$ cat src/inc/tape_rx_params.svh
`ifndef TAPE_RX_PARAMS_SVH
`define TAPE_RX_PARAMS_SVH

// Clock period in picoseconds
`define CLK_PERIOD_PS 5000
// Oversampling ticks per unit element
`define OVERSAMPLE 16
// Unit element lengths in microseconds, one per rate selection
`define UNIT_US_455 22000
`define UNIT_US_500 20000
`define UNIT_US_569 17500
`define UNIT_US_742 13500
// Clock cycles per oversample tick, rounded down
// Cycles per microsecond taken first so slow rates stay inside 32 bits
`define TICK_CYC(us) ((us) * (1000000 / `CLK_PERIOD_PS) / `OVERSAMPLE)
// Fallback sampling point within an element, used when sample_pt is out of range
`define SAMPLE_PT_RST 4'h8
// Number of data elements per frame
`define DATA_BITS 5
// Function cycle timing in fixed-rate ticks
`define FUNC_TICK_CYC 2000
`define PUNCH_LEN 16'h0010
`define FEED_START 16'h0018
`define FEED_LEN 16'h0008
`define FUNC_LEN 16'h0028

`endif

$ cat src/inc/tape_rx_pkg.sv
package tape_rx_pkg;
  typedef enum logic [1:0] {
    SEL_IDLE  = 2'b00,
    SEL_START = 2'b01,
    SEL_DATA  = 2'b11,
    SEL_STOP  = 2'b10
  } sel_state_e;

  typedef enum logic [1:0] {
    FN_IDLE  = 2'b00,
    FN_PUNCH = 2'b01,
    FN_GAP   = 2'b11,
    FN_FEED  = 2'b10
  } fn_state_e;

  typedef logic [1:0] rate_t;
endpackage

$ cat src/design/code_hold.sv
`timescale 1ns/100ps
`default_nettype none
`include "tape_rx_params.svh"

// One-entry holding store between selecting and function stages
module code_hold #(
  parameter int W = 5
) (
  input  wire logic         mclk,
  input  wire logic         sys_rst,
  input  wire logic         wr_en,
  input  wire logic [W-1:0] wr_data,
  input  wire logic         rd_en,
  output logic      [W-1:0] rd_data,
  output logic              full
);
  logic [W-1:0] mem_r;

  always_ff @(posedge mclk or posedge sys_rst) begin
    if (sys_rst) begin
      mem_r <= '0;
    end else if (wr_en) begin
      mem_r <= wr_data;
    end
  end

  always_ff @(posedge mclk or posedge sys_rst) begin
    if (sys_rst) begin
      rd_data <= '0;
    end else if (rd_en) begin
      rd_data <= mem_r;
    end
  end

  // Write wins so a new code arriving at take time is kept
  always_ff @(posedge mclk or posedge sys_rst) begin
    if (sys_rst) begin
      full <= 1'b0;
    end else if (wr_en) begin
      full <= 1'b1;
    end else if (rd_en) begin
      full <= 1'b0;
    end
  end
endmodule

`default_nettype wire

$ cat src/design/tape_rx.sv
// Function
// - Marking idle line starts nothing.
// - Capture five data elements in order.
// - Halt after each frame, await start.
// - Accept one-unit stop elements too.
// - Baud is twice frequency; unit is 1/baud.
// - Support 22, 20, 17.5, 13.5 ms units.
// - Punch only data: mark is hole.
// - Start edge launches timed selecting cycle.
// - Near cycle end hand code to punch.
// - Selector idles until next start.
// - Punch outputs equal received data.
// - After punching, feed hole and advance.
// - Function cycle idles until triggered.
// - Punch code held apart from shifter.
// - Sampling point within element adjustable.
// - Function rate independent of line rate.
`timescale 1ns/100ps
`default_nettype none
`include "tape_rx_params.svh"

module tape_rx #(
  parameter int OVS       = `OVERSAMPLE,
  parameter int FUNC_TICK = `FUNC_TICK_CYC,
  parameter int TICK_455  = `TICK_CYC(`UNIT_US_455),
  parameter int TICK_500  = `TICK_CYC(`UNIT_US_500),
  parameter int TICK_569  = `TICK_CYC(`UNIT_US_569),
  parameter int TICK_742  = `TICK_CYC(`UNIT_US_742)
) (
  input  wire logic                mclk,
  input  wire logic                sys_rst,
  input  wire logic                line_in,
  input  wire tape_rx_pkg::rate_t  rate_sel,
  input  wire logic [3:0]          sample_pt,
  output logic [`DATA_BITS-1:0]    punch,
  output logic                     feed,
  output logic                     sel_busy,
  output logic                     fn_busy,
  output logic                     overrun
);
  localparam int NB = `DATA_BITS;

  ////////////////////////////////////////////////////////////////////////
  // Line input synchroniser; a change counts when stages two and three agree
  logic s1_r, s2_r, s3_r, line_r;

  always_ff @(posedge mclk or posedge sys_rst) begin
    if (sys_rst) begin
      s1_r <= 1'b1;
      s2_r <= 1'b1;
      s3_r <= 1'b1;
    end else begin
      s1_r <= line_in;
      s2_r <= s1_r;
      s3_r <= s2_r;
    end
  end

  always_ff @(posedge mclk or posedge sys_rst) begin
    if (sys_rst) begin
      line_r <= 1'b1;
    end else if (s2_r == s3_r) begin
      line_r <= s3_r;
    end
  end

  ////////////////////////////////////////////////////////////////////////
  // Oversample tick at the selected line rate
  function automatic logic [23:0] tick_len(input tape_rx_pkg::rate_t r);
    case (r)
      2'h0:    tick_len = 24'(TICK_455);
      2'h1:    tick_len = 24'(TICK_500);
      2'h2:    tick_len = 24'(TICK_569);
      default: tick_len = 24'(TICK_742);
    endcase
  endfunction

  logic [23:0] div_r;
  logic        tick;
  tape_rx_pkg::sel_state_e sel_r;

  assign tick = (div_r == tick_len(rate_sel) - 24'h000001);

  // Divider restarts at the start edge so sampling is timed from it
  always_ff @(posedge mclk or posedge sys_rst) begin
    if (sys_rst) begin
      div_r <= '0;
    end else if (sel_r == tape_rx_pkg::SEL_IDLE || tick) begin
      div_r <= '0;
    end else begin
      div_r <= div_r + 24'h000001;
    end
  end

  ////////////////////////////////////////////////////////////////////////
  // Selecting cycle
  logic [3:0]    ph_r;
  logic [2:0]    bit_r;
  logic [NB-1:0] shift_r;
  logic          hand_r;
  logic [3:0]    spt;

  // Out-of-range points fall back to the element centre
  // Compared as int: OVS itself does not fit the 4-bit phase
  assign spt = (int'(sample_pt) < OVS) ? sample_pt : `SAMPLE_PT_RST;
  logic at_sample;
  assign at_sample = tick && ph_r == spt;

  always_ff @(posedge mclk or posedge sys_rst) begin
    if (sys_rst) begin
      sel_r <= tape_rx_pkg::SEL_IDLE;
    end else begin
      case (sel_r)
        tape_rx_pkg::SEL_IDLE:
          if (!line_r) begin
            sel_r <= tape_rx_pkg::SEL_START;
          end
        tape_rx_pkg::SEL_START:
          if (at_sample) begin
            // Glitch that has ended by the start sample point is dropped
            sel_r <= line_r ? tape_rx_pkg::SEL_IDLE
                            : tape_rx_pkg::SEL_DATA;
          end
        tape_rx_pkg::SEL_DATA:
          if (at_sample && bit_r == 3'(NB - 1)) begin
            sel_r <= tape_rx_pkg::SEL_STOP;
          end
        tape_rx_pkg::SEL_STOP:
          // Halt at the stop sample; one-unit stops also fit
          if (at_sample) begin
            sel_r <= tape_rx_pkg::SEL_IDLE;
          end
        default: sel_r <= tape_rx_pkg::SEL_IDLE;
      endcase
    end
  end

  always_ff @(posedge mclk or posedge sys_rst) begin
    if (sys_rst) begin
      ph_r <= '0;
    end else if (sel_r == tape_rx_pkg::SEL_IDLE) begin
      ph_r <= '0;
    end else if (tick) begin
      ph_r <= (ph_r == 4'(OVS - 1)) ? 4'h0 : ph_r + 4'h1;
    end
  end

  always_ff @(posedge mclk or posedge sys_rst) begin
    if (sys_rst) begin
      bit_r <= '0;
    end else if (sel_r != tape_rx_pkg::SEL_DATA) begin
      bit_r <= '0;
    end else if (at_sample) begin
      bit_r <= bit_r + 3'h1;
    end
  end

  // First element lands in bit 0; marking is 1
  always_ff @(posedge mclk or posedge sys_rst) begin
    if (sys_rst) begin
      shift_r <= '0;
    end else if (sel_r == tape_rx_pkg::SEL_DATA && at_sample) begin
      shift_r[bit_r] <= line_r;
    end
  end

  // Hand-over at the last data sample, before the stop element
  always_ff @(posedge mclk or posedge sys_rst) begin
    if (sys_rst) begin
      hand_r <= 1'b0;
    end else begin
      hand_r <= sel_r == tape_rx_pkg::SEL_DATA && at_sample
                && bit_r == 3'(NB - 1);
    end
  end

  always_ff @(posedge mclk or posedge sys_rst) begin
    if (sys_rst) begin
      sel_busy <= 1'b0;
    end else begin
      sel_busy <= sel_r != tape_rx_pkg::SEL_IDLE;
    end
  end

  ////////////////////////////////////////////////////////////////////////
  // Pending code store, one deep
  logic          take;
  logic          pend_full;
  logic [NB-1:0] pend_code;

  code_hold #(
    .W (NB)
  ) u_hold (
    .mclk    (mclk),
    .sys_rst (sys_rst),
    .wr_en   (hand_r),
    .wr_data (shift_r),
    .rd_en   (take),
    .rd_data (pend_code),
    .full    (pend_full)
  );

  // A second code while one waits replaces it and is flagged
  always_ff @(posedge mclk or posedge sys_rst) begin
    if (sys_rst) begin
      overrun <= 1'b0;
    end else begin
      overrun <= hand_r && pend_full && !take;
    end
  end

  ////////////////////////////////////////////////////////////////////////
  // Function cycle on its own fixed-rate timebase
  tape_rx_pkg::fn_state_e fn_r;
  logic [15:0] fdiv_r;
  logic [15:0] fcnt_r;
  logic        ftick;
  logic        load_r;

  assign ftick = fdiv_r == 16'(FUNC_TICK - 1);
  assign take  = fn_r == tape_rx_pkg::FN_IDLE && pend_full && !load_r;

  always_ff @(posedge mclk or posedge sys_rst) begin
    if (sys_rst) begin
      fdiv_r <= '0;
    end else if (ftick || fn_r == tape_rx_pkg::FN_IDLE) begin
      fdiv_r <= '0;
    end else begin
      fdiv_r <= fdiv_r + 16'h0001;
    end
  end

  always_ff @(posedge mclk or posedge sys_rst) begin
    if (sys_rst) begin
      load_r <= 1'b0;
    end else begin
      load_r <= take;
    end
  end

  always_ff @(posedge mclk or posedge sys_rst) begin
    if (sys_rst) begin
      fcnt_r <= '0;
    end else if (fn_r == tape_rx_pkg::FN_IDLE) begin
      fcnt_r <= '0;
    end else if (ftick) begin
      fcnt_r <= fcnt_r + 16'h0001;
    end
  end

  always_ff @(posedge mclk or posedge sys_rst) begin
    if (sys_rst) begin
      fn_r <= tape_rx_pkg::FN_IDLE;
    end else begin
      case (fn_r)
        tape_rx_pkg::FN_IDLE:
          if (load_r) begin
            fn_r <= tape_rx_pkg::FN_PUNCH;
          end
        tape_rx_pkg::FN_PUNCH:
          if (ftick && fcnt_r == `PUNCH_LEN - 16'h0001) begin
            fn_r <= tape_rx_pkg::FN_GAP;
          end
        tape_rx_pkg::FN_GAP:
          if (ftick && fcnt_r == `FEED_START - 16'h0001) begin
            fn_r <= tape_rx_pkg::FN_FEED;
          end
        tape_rx_pkg::FN_FEED:
          if (ftick && fcnt_r == `FUNC_LEN - 16'h0001) begin
            fn_r <= tape_rx_pkg::FN_IDLE;
          end
        default: fn_r <= tape_rx_pkg::FN_IDLE;
      endcase
    end
  end

  // Punch pins drive only while punching, from the held code
  always_ff @(posedge mclk or posedge sys_rst) begin
    if (sys_rst) begin
      punch <= '0;
    end else if (fn_r == tape_rx_pkg::FN_PUNCH) begin
      punch <= pend_code;
    end else begin
      punch <= '0;
    end
  end

  always_ff @(posedge mclk or posedge sys_rst) begin
    if (sys_rst) begin
      feed <= 1'b0;
    end else begin
      feed <= fn_r == tape_rx_pkg::FN_FEED;
    end
  end

  always_ff @(posedge mclk or posedge sys_rst) begin
    if (sys_rst) begin
      fn_busy <= 1'b0;
    end else begin
      fn_busy <= fn_r != tape_rx_pkg::FN_IDLE;
    end
  end
endmodule

`default_nettype wire

$ cat config.mk
export PLATFORM = sky130hd
export DESIGN_NAME = tape_rx
export DESIGN_NICKNAME = d
export VERILOG_FILES = /design/src/inc/tape_rx_pkg.sv /design/src/design/code_hold.sv /design/src/design/tape_rx.sv
export VERILOG_INCLUDE_DIRS = /design/src /design/src/inc
export SDC_FILE = /design/constraint.sdc
export NUM_CORES = 1
export LEC_CHECK = 0
export BUFFER_PORTS_ARGS = -buffer_cell sky130_fd_sc_hd__buf_2
export CORE_MARGIN = 1
export CORE_UTILIZATION = 62
export CTS_CLUSTER_DIAMETER = 200
export CTS_CLUSTER_SIZE = 20
export DETAILED_ROUTE_END_ITERATION = 16
export GPL_TIMING_DRIVEN = 0
export PLACE_DENSITY = 0.8
export REMOVE_ABC_BUFFERS = 1
export SLEW_MARGIN = 0
export SYNTH_ARGS = -nofsm -noshare
export SYNTH_HDL_FRONTEND = slang
export SYNTH_SLANG_ARGS = --single-unit
$ cat constraint.sdc
create_clock -name mclk -period 4.3 [get_ports mclk]
set_clock_uncertainty 0.1 [all_clocks]
set_input_delay 0.645 -clock mclk [delete_from_list [all_inputs] [get_ports mclk]]
set_output_delay 0.645 -clock mclk [all_outputs]
set_load 0.005 [all_outputs]
* Word level (Yosys, flattened, before mapping)
Index checks and enable logic that the tools add are counted.
** Word-level totals
- Register bits :: 98
- Input bits :: 9
- Output and inout port bits :: 9
- Word-level logic and storage cells :: 110
** Operators by class
- Add/subtract/negate cells :: 6
- Magnitude comparators :: 2
- Eq/ne operators :: 26
- Mux-type cells :: 27
- Reductions and logical operators :: 27
** Operators by type and width (number)
- case mux 19 bit (3 select lines) :: 1
- 2-to-1 mux 16 bit :: 3
- adder 16 x 1 -> 16 bit (second input constant) :: 2
- adder 24 x 1 -> 24 bit (second input constant) :: 1
- equality test 24 bit :: 1
- 2-to-1 mux 24 bit :: 1
- subtractor 24 x 1 -> 24 bit (second input constant) :: 1
- 2-to-1 mux 2 bit :: 9
- inequality test 2 bit (second input constant) :: 9
- equality test 16 x 11 -> 1 bit (second input constant) :: 1
- equality test 16 x 4 -> 1 bit (second input constant) :: 1
- equality test 16 x 5 -> 1 bit (second input constant) :: 1
- equality test 16 x 6 -> 1 bit (second input constant) :: 1
- case mux 2 bit (4 select lines) :: 2
- logical AND 1 bit :: 12
- 2-to-1 mux 4 bit :: 3
- nonzero test 2 bit :: 6
- equality test 2 bit (second input constant) :: 5
- AND reduction 4 bit :: 2
- equality test 2 x 1 -> 1 bit (second input constant) :: 3
- zero test 2 bit :: 3
- 2-to-1 mux 3 bit :: 2
- bitwise mux 5 bit :: 1
- 2-to-1 mux 5 bit :: 1
- other kinds (12) :: 16

* Depth between registers and ports, before layout
Gate-level depths: netlist (run 1).
- Depth after elaboration :: 8
- Mapped depth :: 9
- Gate-level depth less buffers :: 7

* Cells and area by module
Synthesis (run 1) repeated with hierarchy kept, for this count alone.
** Unflattened totals
- Cell total of the unflattened synthesis :: 458
- Area, all modules :: 4824.6 um^2
** By module, submodules not included
- tape_rx :: instances 1, cells each 432, area an instance 4360.4 um^2, sequential area each 2182.1 um^2
- code_hold :: instances 1, cells each 26, area an instance 464.2 um^2, sequential area each 275.3 um^2

* Least setup slack after synthesis (run 1)
Ideal clock, no wire load.
- Kind :: input to register
- Start point :: input rate_sel[1]
- End point :: register ph_r[2]
- Setup time :: 0.077 ns
- Arrival :: 2.621 ns
- Required time :: 4.123 ns
- Slack :: 1.502 ns
- Cell stages on the path :: 8
- Path buffers :: 1
- Path through :: inv_1 > ha_1 > or3b_1 > a22o_1 > or4_4 > buf_6 > or4_1 > a21oi_1
** Between the ends
- Word-level cells in the longest chain between the ends :: 5
- Elaborated cells between the ends (all ways) :: 7
- Those cells by class :: add/sub: 1; eq/ne: 3; mux: 1; reduce/logical: 2
** RTL lines
- from (decl) :: RTL line tape_rx.sv:33 : input wire tape_rx_pkg::rate_t rate_sel,
- equality test 2 bit, or another cell as far along :: RTL line tape_rx.sv:70 : case (r)
- case mux 19 bit (3 select lines) (*) :: RTL line tape_rx.sv:70
- subtractor 24 x 1 -> 24 bit (*) :: RTL line tape_rx.sv:82 : assign tick = (div_r == tick_len(rate_sel) - 24'h000001);
- equality test 24 bit (*) :: RTL line tape_rx.sv:82
- nonzero test 2 bit (no line) (*)
- to (signal assigned) :: RTL line tape_rx.sv:144 : ph_r <= (ph_r == 4'(OVS - 1)) ? 4'h0 : ph_r + 4'h1;
- to (decl) :: RTL line tape_rx.sv:97 : logic [3:0] ph_r;
Mark *: on every way between the ends. The rest lies on a longest branch, timed or not.
A chain may end at the register's enable or synchronous reset.

* Final worst setup path (run 1)
- Start point :: input rate_sel[1]
- End point :: register div_r[21]
** Between the ends
- Word-level cells in the longest chain between the ends :: 6
- Elaborated cells between the ends (all ways) :: 8
- Those cells by class :: add/sub: 1; eq/ne: 3; mux: 2; reduce/logical: 2
** RTL lines
- equality test 2 bit, or another cell as far along :: RTL line tape_rx.sv:70
- case mux 19 bit (3 select lines) (*) :: RTL line tape_rx.sv:70
- subtractor 24 x 1 -> 24 bit (*) :: RTL line tape_rx.sv:82
- equality test 24 bit (*) :: RTL line tape_rx.sv:82
- logical OR 1 bit (*) :: RTL line tape_rx.sv:88 : end else if (sel_r == tape_rx_pkg::SEL_IDLE || tick) begin
- 2-to-1 mux 24 bit (*) :: RTL line tape_rx.sv:88
- to (signal assigned) :: RTL line tape_rx.sv:91 : div_r <= div_r + 24'h000001;
- to (decl) :: RTL line tape_rx.sv:78 : logic [23:0] div_r;
Marked as above.

==> out/results.txt, run 1 <==
outcome: finished, final reports clean
min Tclk post-route: 3040 ps
top_reg_cell synth: dfrtp_1
largest net degree at the start of global routing: 72
antenna diode count: 0
via count: 3,342
post-DP HPWL: 5890 µm
DRC viols: 0
Leak: 2.35 nW
mapped cell area: 4750 µm²
Total GRT Usage: 23.5%
Core ar.: 7330 µm²
CTS Buffer Depth: 2
Post-synth EDFFs: 0
final WL: 8470 µm
worst path required time: 4390 ps
Sum Neg Setup Slack: 0 ps
FF-to-FF path depth: 4
RSZ-0062 raised after global routing: false
chip width: 89.5 µm
pre-CTS setup slack: 871 ps
die height: 89.5 µm
Pwr Total: 1.56 mW
Fin. Hold Viols: 0
site row count: 31
antenna-violating nets left: 0
wire per inst: 14.5 µm
initial antenna violation count: 0
Port Buffer Count: 17
hold crit path type: in -> async
max_cap viols: 0
synth warn: 0
initial DRC count: 137
Max FO, Critical Path: 24
PwrDens: 303 nW/µm²
fmax: 329 MHz
Seq cells post-synth: 98
vias per cell: 5.71
Max IR drop VDD: 0.168 mV
num ports: 18
Arrival @ worst endpoint: 3130 ps
Final Cycle Share: 70.7%
Die ar.: 8010 µm²
non-filler instance count after layout: 585
setup ws final: 1260 ps
Mapped Cells: 462
Crit Path Category: in -> reg
Clock Pin Slew Worst Setup and Hold Paths: 90 ps
Layout Nets: 503
first-pass GRT wire length: 14,200 µm
Post-CTS Hold Buffers: 0
clock sink total: 98
worst-margin pin slew: 1250 ps
grt total ovfl: 0
sequential share of the synthesized area: 51.7%
PostCTS Resize Cnt: 0
initial core utilization: 64.8%
CTS buffer count: 9
Worst setup EP type: register
CTS tree: done
Max H-tree Level: 3
setup violators final: 0
Worst Setup SP: rate_sel[1]
area added between synthesis and finish: 8.14%
buffer count from post-CTS setup fixing: 0
fill count: 530
reg-to-reg startpoint: fn_r[0]$_DFFE_PP0P_
dpl cells: 570
DRT Pass-1 Iters: 4
Clock Latency Late Sink: 350 ps
Area contributors post-synth: dfrtp_1 (50%), nor2_1 (5.3%), xnor2_1 (4.6%)
vias in the first global route: 3,217
post-synth top area share: 49.5%
CP startpoint kind: primary input
max-slew violations: 0
Synth async-reset ratio: 100%
number of distinct library cells after synthesis: 51
GPL Wtd Cong: 0.851
layout cells sized above 1: 10.9%
root buf cell: clkbuf_8
post-synth top area cell: dfrtp_1
Slew HR: 16.2%
Avg Inst Size Synth: 10.3 µm²
Fin Hold WS: 167 ps
layer usage:
layer	wire [µm]	GRT usage [%]
met5	0	0
met4	40	5.92
met3	180	6.37
met2	4350	41.6
met1	3910	28.5
placed cells by master (no fill, tap or decap), types with 4 or more instances in the layout:
master    netlist  routed
and2_1         10      10
mux2_1          5       5
nor3_1         17      17
mux2_2         11      11
o31ai_1         6       6
a31oi_1         5       5
inv_1          16      15
nor4_1          5       5
or4_1           5       5
clkbuf_8        0      10
dfstp_2         4       4
xnor2_1        25      25
o21ai_0         8       8
or3_1           4       4
buf_2           2      17
dfrtp_1        94      94
a21oi_1        15      15
nor2_1         67      67
nand3_1        26      26
and4_1          6       6
nand4_1        13      13
and3_1         16      16
xor2_1         23      23
ha_1           12      12
nand2_1        25      25
state kept, by name, indices dropped and copies added, names as in the netlist, 2 cells and up:
name,flops
bit_r,3
u_hold.mem_r,5
punch,5
div_r,24
u_hold.rd_data,5
fn_r,2
sel_r,2
ph_r,4
fcnt_r,16
fdiv_r,16
shift_r,5
final cells by class:
type                    instances  area [µm²]  share of cell area (%)
flip-flops and latches         98        2460                    47.8
multi-input cells             338        2180                    42.5
clock buffers                  10         138                    2.68
well taps                      99         124                    2.41
repair buffers                 18         113                    2.19
inverters                      17        66.3                    1.29
clock inverters                 5        53.8                    1.05
power by group:
group | internal, mW | leakage, nW | switching, mW
logic | 0.0119 | 0.913 | 0.0281
clock network | 0.281 | 0.102 | 0.309
registers | 0.925 | 1.34 | 0.00279
final timing paths:
kind                                                  to  slack, ps
max                                  div_r[21]$_DFF_PP0_       1260
min                                 bit_r[2]$_DFFE_PP0P_        170
max reg2reg                u_hold.rd_data[4]$_DFFE_PP0P_       1290
min reg2reg                               s2_r$_DFF_PP1_        260
max in group asynchronous           fdiv_r[11]$_DFF_PP0_       3270
min in group mclk                         s2_r$_DFF_PP1_        260
synth_stat cells (all sizes together), types with 2 or more instances:
cell type / instances
dfstp: 4
o21ai: 9
dfrtp: 94
nor4b: 2
or3: 4
xor2: 23
and4: 6
buf: 3
nor4: 5
ha: 12
nand3: 26
mux2: 16
nor3: 17
and3: 16
or4: 6
xnor2: 25
a31oi: 5
nor3b: 3
nor2: 67
a41o: 3
clkbuf: 6
nand2: 25
nor2b: 2
a21oi: 15
o31ai: 6
nand4: 13
nand4b: 3
mux2i: 2
and2: 10
nor4bb: 2
inv: 17
stage by stage:
step,cell area [µm²],util (%)
finish,5140,70.1
floorplan,4710,-
CTS,5140,70.1
global route,5140,70.1
detailed placement,4940,67.5
global placement,4910,67.0
worst max-delay path, cell delays in order:
cell and delay, ps:
buf_2 120, inv_1 100, ha_1 180, or3b_1 340, a22o_1 210, or4_4 560, o21ai_2 830, nor2_1 130
cell families (layout without fill, tap and decap cells):
kind of cell    after synthesis  after routing  share of synthesized area (%)
mux                          18             18                           4.21
buf+inv                      26             50                           2.27
compound gates               46             46                           6.22
xor+xnor                     48             48                           8.85
fa+ha+maj                    13             13                           3.37
simple gates                213            213                           23.3
flops                        98             98                           51.7
(Power assumes the default switching activity.)
==> inputs of run 2 (changes only) <==
==> constraint.sdc (replaced) <==
create_clock -name mclk -period 3.2 [get_ports mclk]
set_clock_uncertainty 0.1 [all_clocks]
set_input_delay 0.48 -clock mclk [delete_from_list [all_inputs] [get_ports mclk]]
set_output_delay 0.48 -clock mclk [all_outputs]
set_load 0.005 [all_outputs]
==> run 2 against run 1 <==
  * The flow now finishes with violations (negative hold slack)
  * Core utilization is essentially flat
  * Via count down 0.48%
  * Worst hold slack worse by 170 ps
==> out/results.txt, run 2 (same netlist as run 1, synthesis figures left out) <==
outcome: finished with violations
violated checks: negative hold slack
worst path required time: 3290 ps (-1100 ps)
min Tclk post-route: 2890 ps
Port Buffer Count: 17 (unchanged)
top flop regs: div_r (24), fcnt_r (16), fdiv_r (16)
dpl cells: 570 (unchanged)
post-DP HPWL: 5890 µm (unchanged)
max_cap viols: 0 (unchanged)
non-filler instance count after layout: 585 (unchanged)
PostCTS Resize Cnt: 0 (unchanged)
grt total ovfl: 0 (unchanged)
die height: 89.5 µm (unchanged)
GPL Wtd Cong: 0.851 (unchanged)
most frequent cells in the layout: dfrtp_1 (94), nor2_1 (66), nand3_1 (26)
Core ar.: 7330 µm² (unchanged)
post-route cell area: 5140 µm² (about the same)
Crit Path Category: in -> reg
Max IR drop VDD: 0.226 mV (+35%)
CP Depth: 8 (unchanged)
final WL: 8510 µm (+0.46%)
site row count: 31 (unchanged)
Arrival @ worst endpoint: 2980 ps (-150 ps)
initial antenna violation count: 0 (unchanged)
layout cells sized above 1: 11.1% (+0.21 points)
setup ws final: 311 ps (-950 ps)
worst-margin pin slew: 1230 ps (-25.7 ps)
pre-CTS setup slack: -63.9 ps (-935 ps)
Worst setup EP type: register
via count: 3,326 (-0.48%)
Worst Setup SP: rate_sel[1]
Final Cycle Share: 90.3%
Worst path top cell family by delay: compound AO/OA/AOI/OAI gates
reg-to-reg startpoint: div_r[9]$_DFF_PP0_
Total GRT Usage: 23.5% (unchanged)
Max H-tree Level: 3 (unchanged)
Fin Hold WS: -1.87 ps (-169 ps)
Leak: 2.35 nW (about the same)
initial DRC count: 137 (unchanged)
max reg flops: 24 (unchanged)
setup violators final: 0 (unchanged)
Slew HR: 17.5% (+1.3 points)
DRT Pass-1 Iters: 4 (unchanged)
CP startpoint kind: primary input
crit path to: div_r[21]$_DFF_PP0_
worst path cell trace: buf_2, inv_1, ha_1, or3b_1, a22o_1, or4_4, o21ai_2, nor2_1
CTS tree: done
initial core utilization: 64.8% (unchanged)
Fin. Hold Viols: 4 (+4)
Clock Latency Late Sink: 360 ps (about the same)
antenna diode count: 0 (unchanged)
buffer and inverter count on the worst path: 2 (unchanged)
root buf cell: clkbuf_8
commonest non-fill, non-tap cell in the layout: dfrtp_1
Sum Neg Setup Slack: 0 ps (unchanged)
DRC viols: 0 (unchanged)
PwrDens: 408 nW/µm² (+34%)
Biggest register: div_r
CTS buffer count: 9 (unchanged)
Max FO, Critical Path: 24 (unchanged)
Layout Nets: 503 (unchanged)
Crit-path slowest cell: o21ai_2
largest net degree at the start of global routing: 72 (unchanged)
Clock Pin Slew Worst Setup and Hold Paths: 90 ps (about the same)
hold crit path type: in -> async
CTS Buffer Depth: 2 (unchanged)
CP max stage delay: 850 ps (+20 ps)
num ports: 18 (unchanged)
reg2reg setup slack: 360 ps (-930 ps)
Post-CTS Hold Buffers: 0 (unchanged)
max-slew violations: 0 (unchanged)
wire per inst: 14.5 µm (+0.46%)
chip width: 89.5 µm (unchanged)
vias in the first global route: 3,217 (unchanged)
Pwr Total: 2.10 mW (+35%)
vias per cell: 5.69 (-0.48%)
fmax: 346 MHz
Die ar.: 8010 µm² (unchanged)
Area after DPL: 4940 µm² (unchanged)
antenna-violating nets left: 0 (unchanged)
RSZ-0062 raised after global routing: false
area added between synthesis and finish: 8.19% (about the same)
Critical R2R Capture: div_r[21]$_DFF_PP0_
first-pass GRT wire length: 14,200 µm (unchanged)
fill count: 529 (-0.19%)
FF-to-FF path depth: 5 (+1)
clock sink total: 98 (unchanged)
buffer count from post-CTS setup fixing: 0 (unchanged)
==> run 2: area by class of cell <==
| class | instances | area (µm²) | share of cell area, % |
|---|---|---|---|
| clock buffer | 10 | 138 | 2.68 |
| clock inverter | 5 | 53.8 | 1.05 |
| inverter | 17 | 66.3 | 1.29 |
| multi-input combinational | 338 | 2190 | 42.6 |
| sequential | 98 | 2460 | 47.8 |
| tap | 99 | 124 | 2.41 |
| timing repair buffer | 18 | 113 | 2.19 |
==> run 2: power by group <==
| group | leakage, nW | switching [mW] | internal (mW) |
|---|---|---|---|
| combinational | 0.914 | 0.0379 | 0.0159 |
| clock | 0.102 | 0.417 | 0.378 |
| sequential | 1.34 | 0.00384 | 1.24 |
| total | 2.35 | 0.459 | 1.64 |
==> run 2: worst register-to-register path, cell delays in order, from the launching register on <==
cell and delay [ps]:
dfrtp_1 430, or3b_1 380, a22o_1 210, or4_4 560
o21ai_2 850, nor2_1 130
==> run 2: routing by layer <==
layer  vias up  share of wire (%)  routed length (µm)  track usage (%)
li1       1662                  -                   -                -
met1      1625                 46                3910             28.5
met2        33                 51                4310             41.6
met3         6                2.4                 207             6.37
met4         0               0.89                  76             5.92
met5         -                  0                   0                0
==> run 2: worst min path at each step <==
stage	startpoint	endpoint	slack, ps	cells past startpoint
final	sys_rst	bit_r[2]$_DFFE_PP0P_	-2	2
after global routing	sys_rst	bit_r[2]$_DFFE_PP0P_	20	2
after CTS	sys_rst	bit_r[2]$_DFFE_PP0P_	1	2
after detailed placement	s1_r$_DFF_PP1_	s2_r$_DFF_PP1_	250	0
after global placement	s1_r$_DFF_PP1_	s2_r$_DFF_PP1_	250	0
after floorplan	s1_r$_DFF_PP1_	s2_r$_DFF_PP1_	250	0
==> run 2: stage by stage <==
stage          utilization (%)  hold slack, ps
4_1_cts                   70.1            1.34
3_5_place_dp              67.5             252
2_1_floorplan                -             245
5_1_grt                   70.1            19.2
3_3_place_gp              67.0             246
6_report                  70.1           -1.87
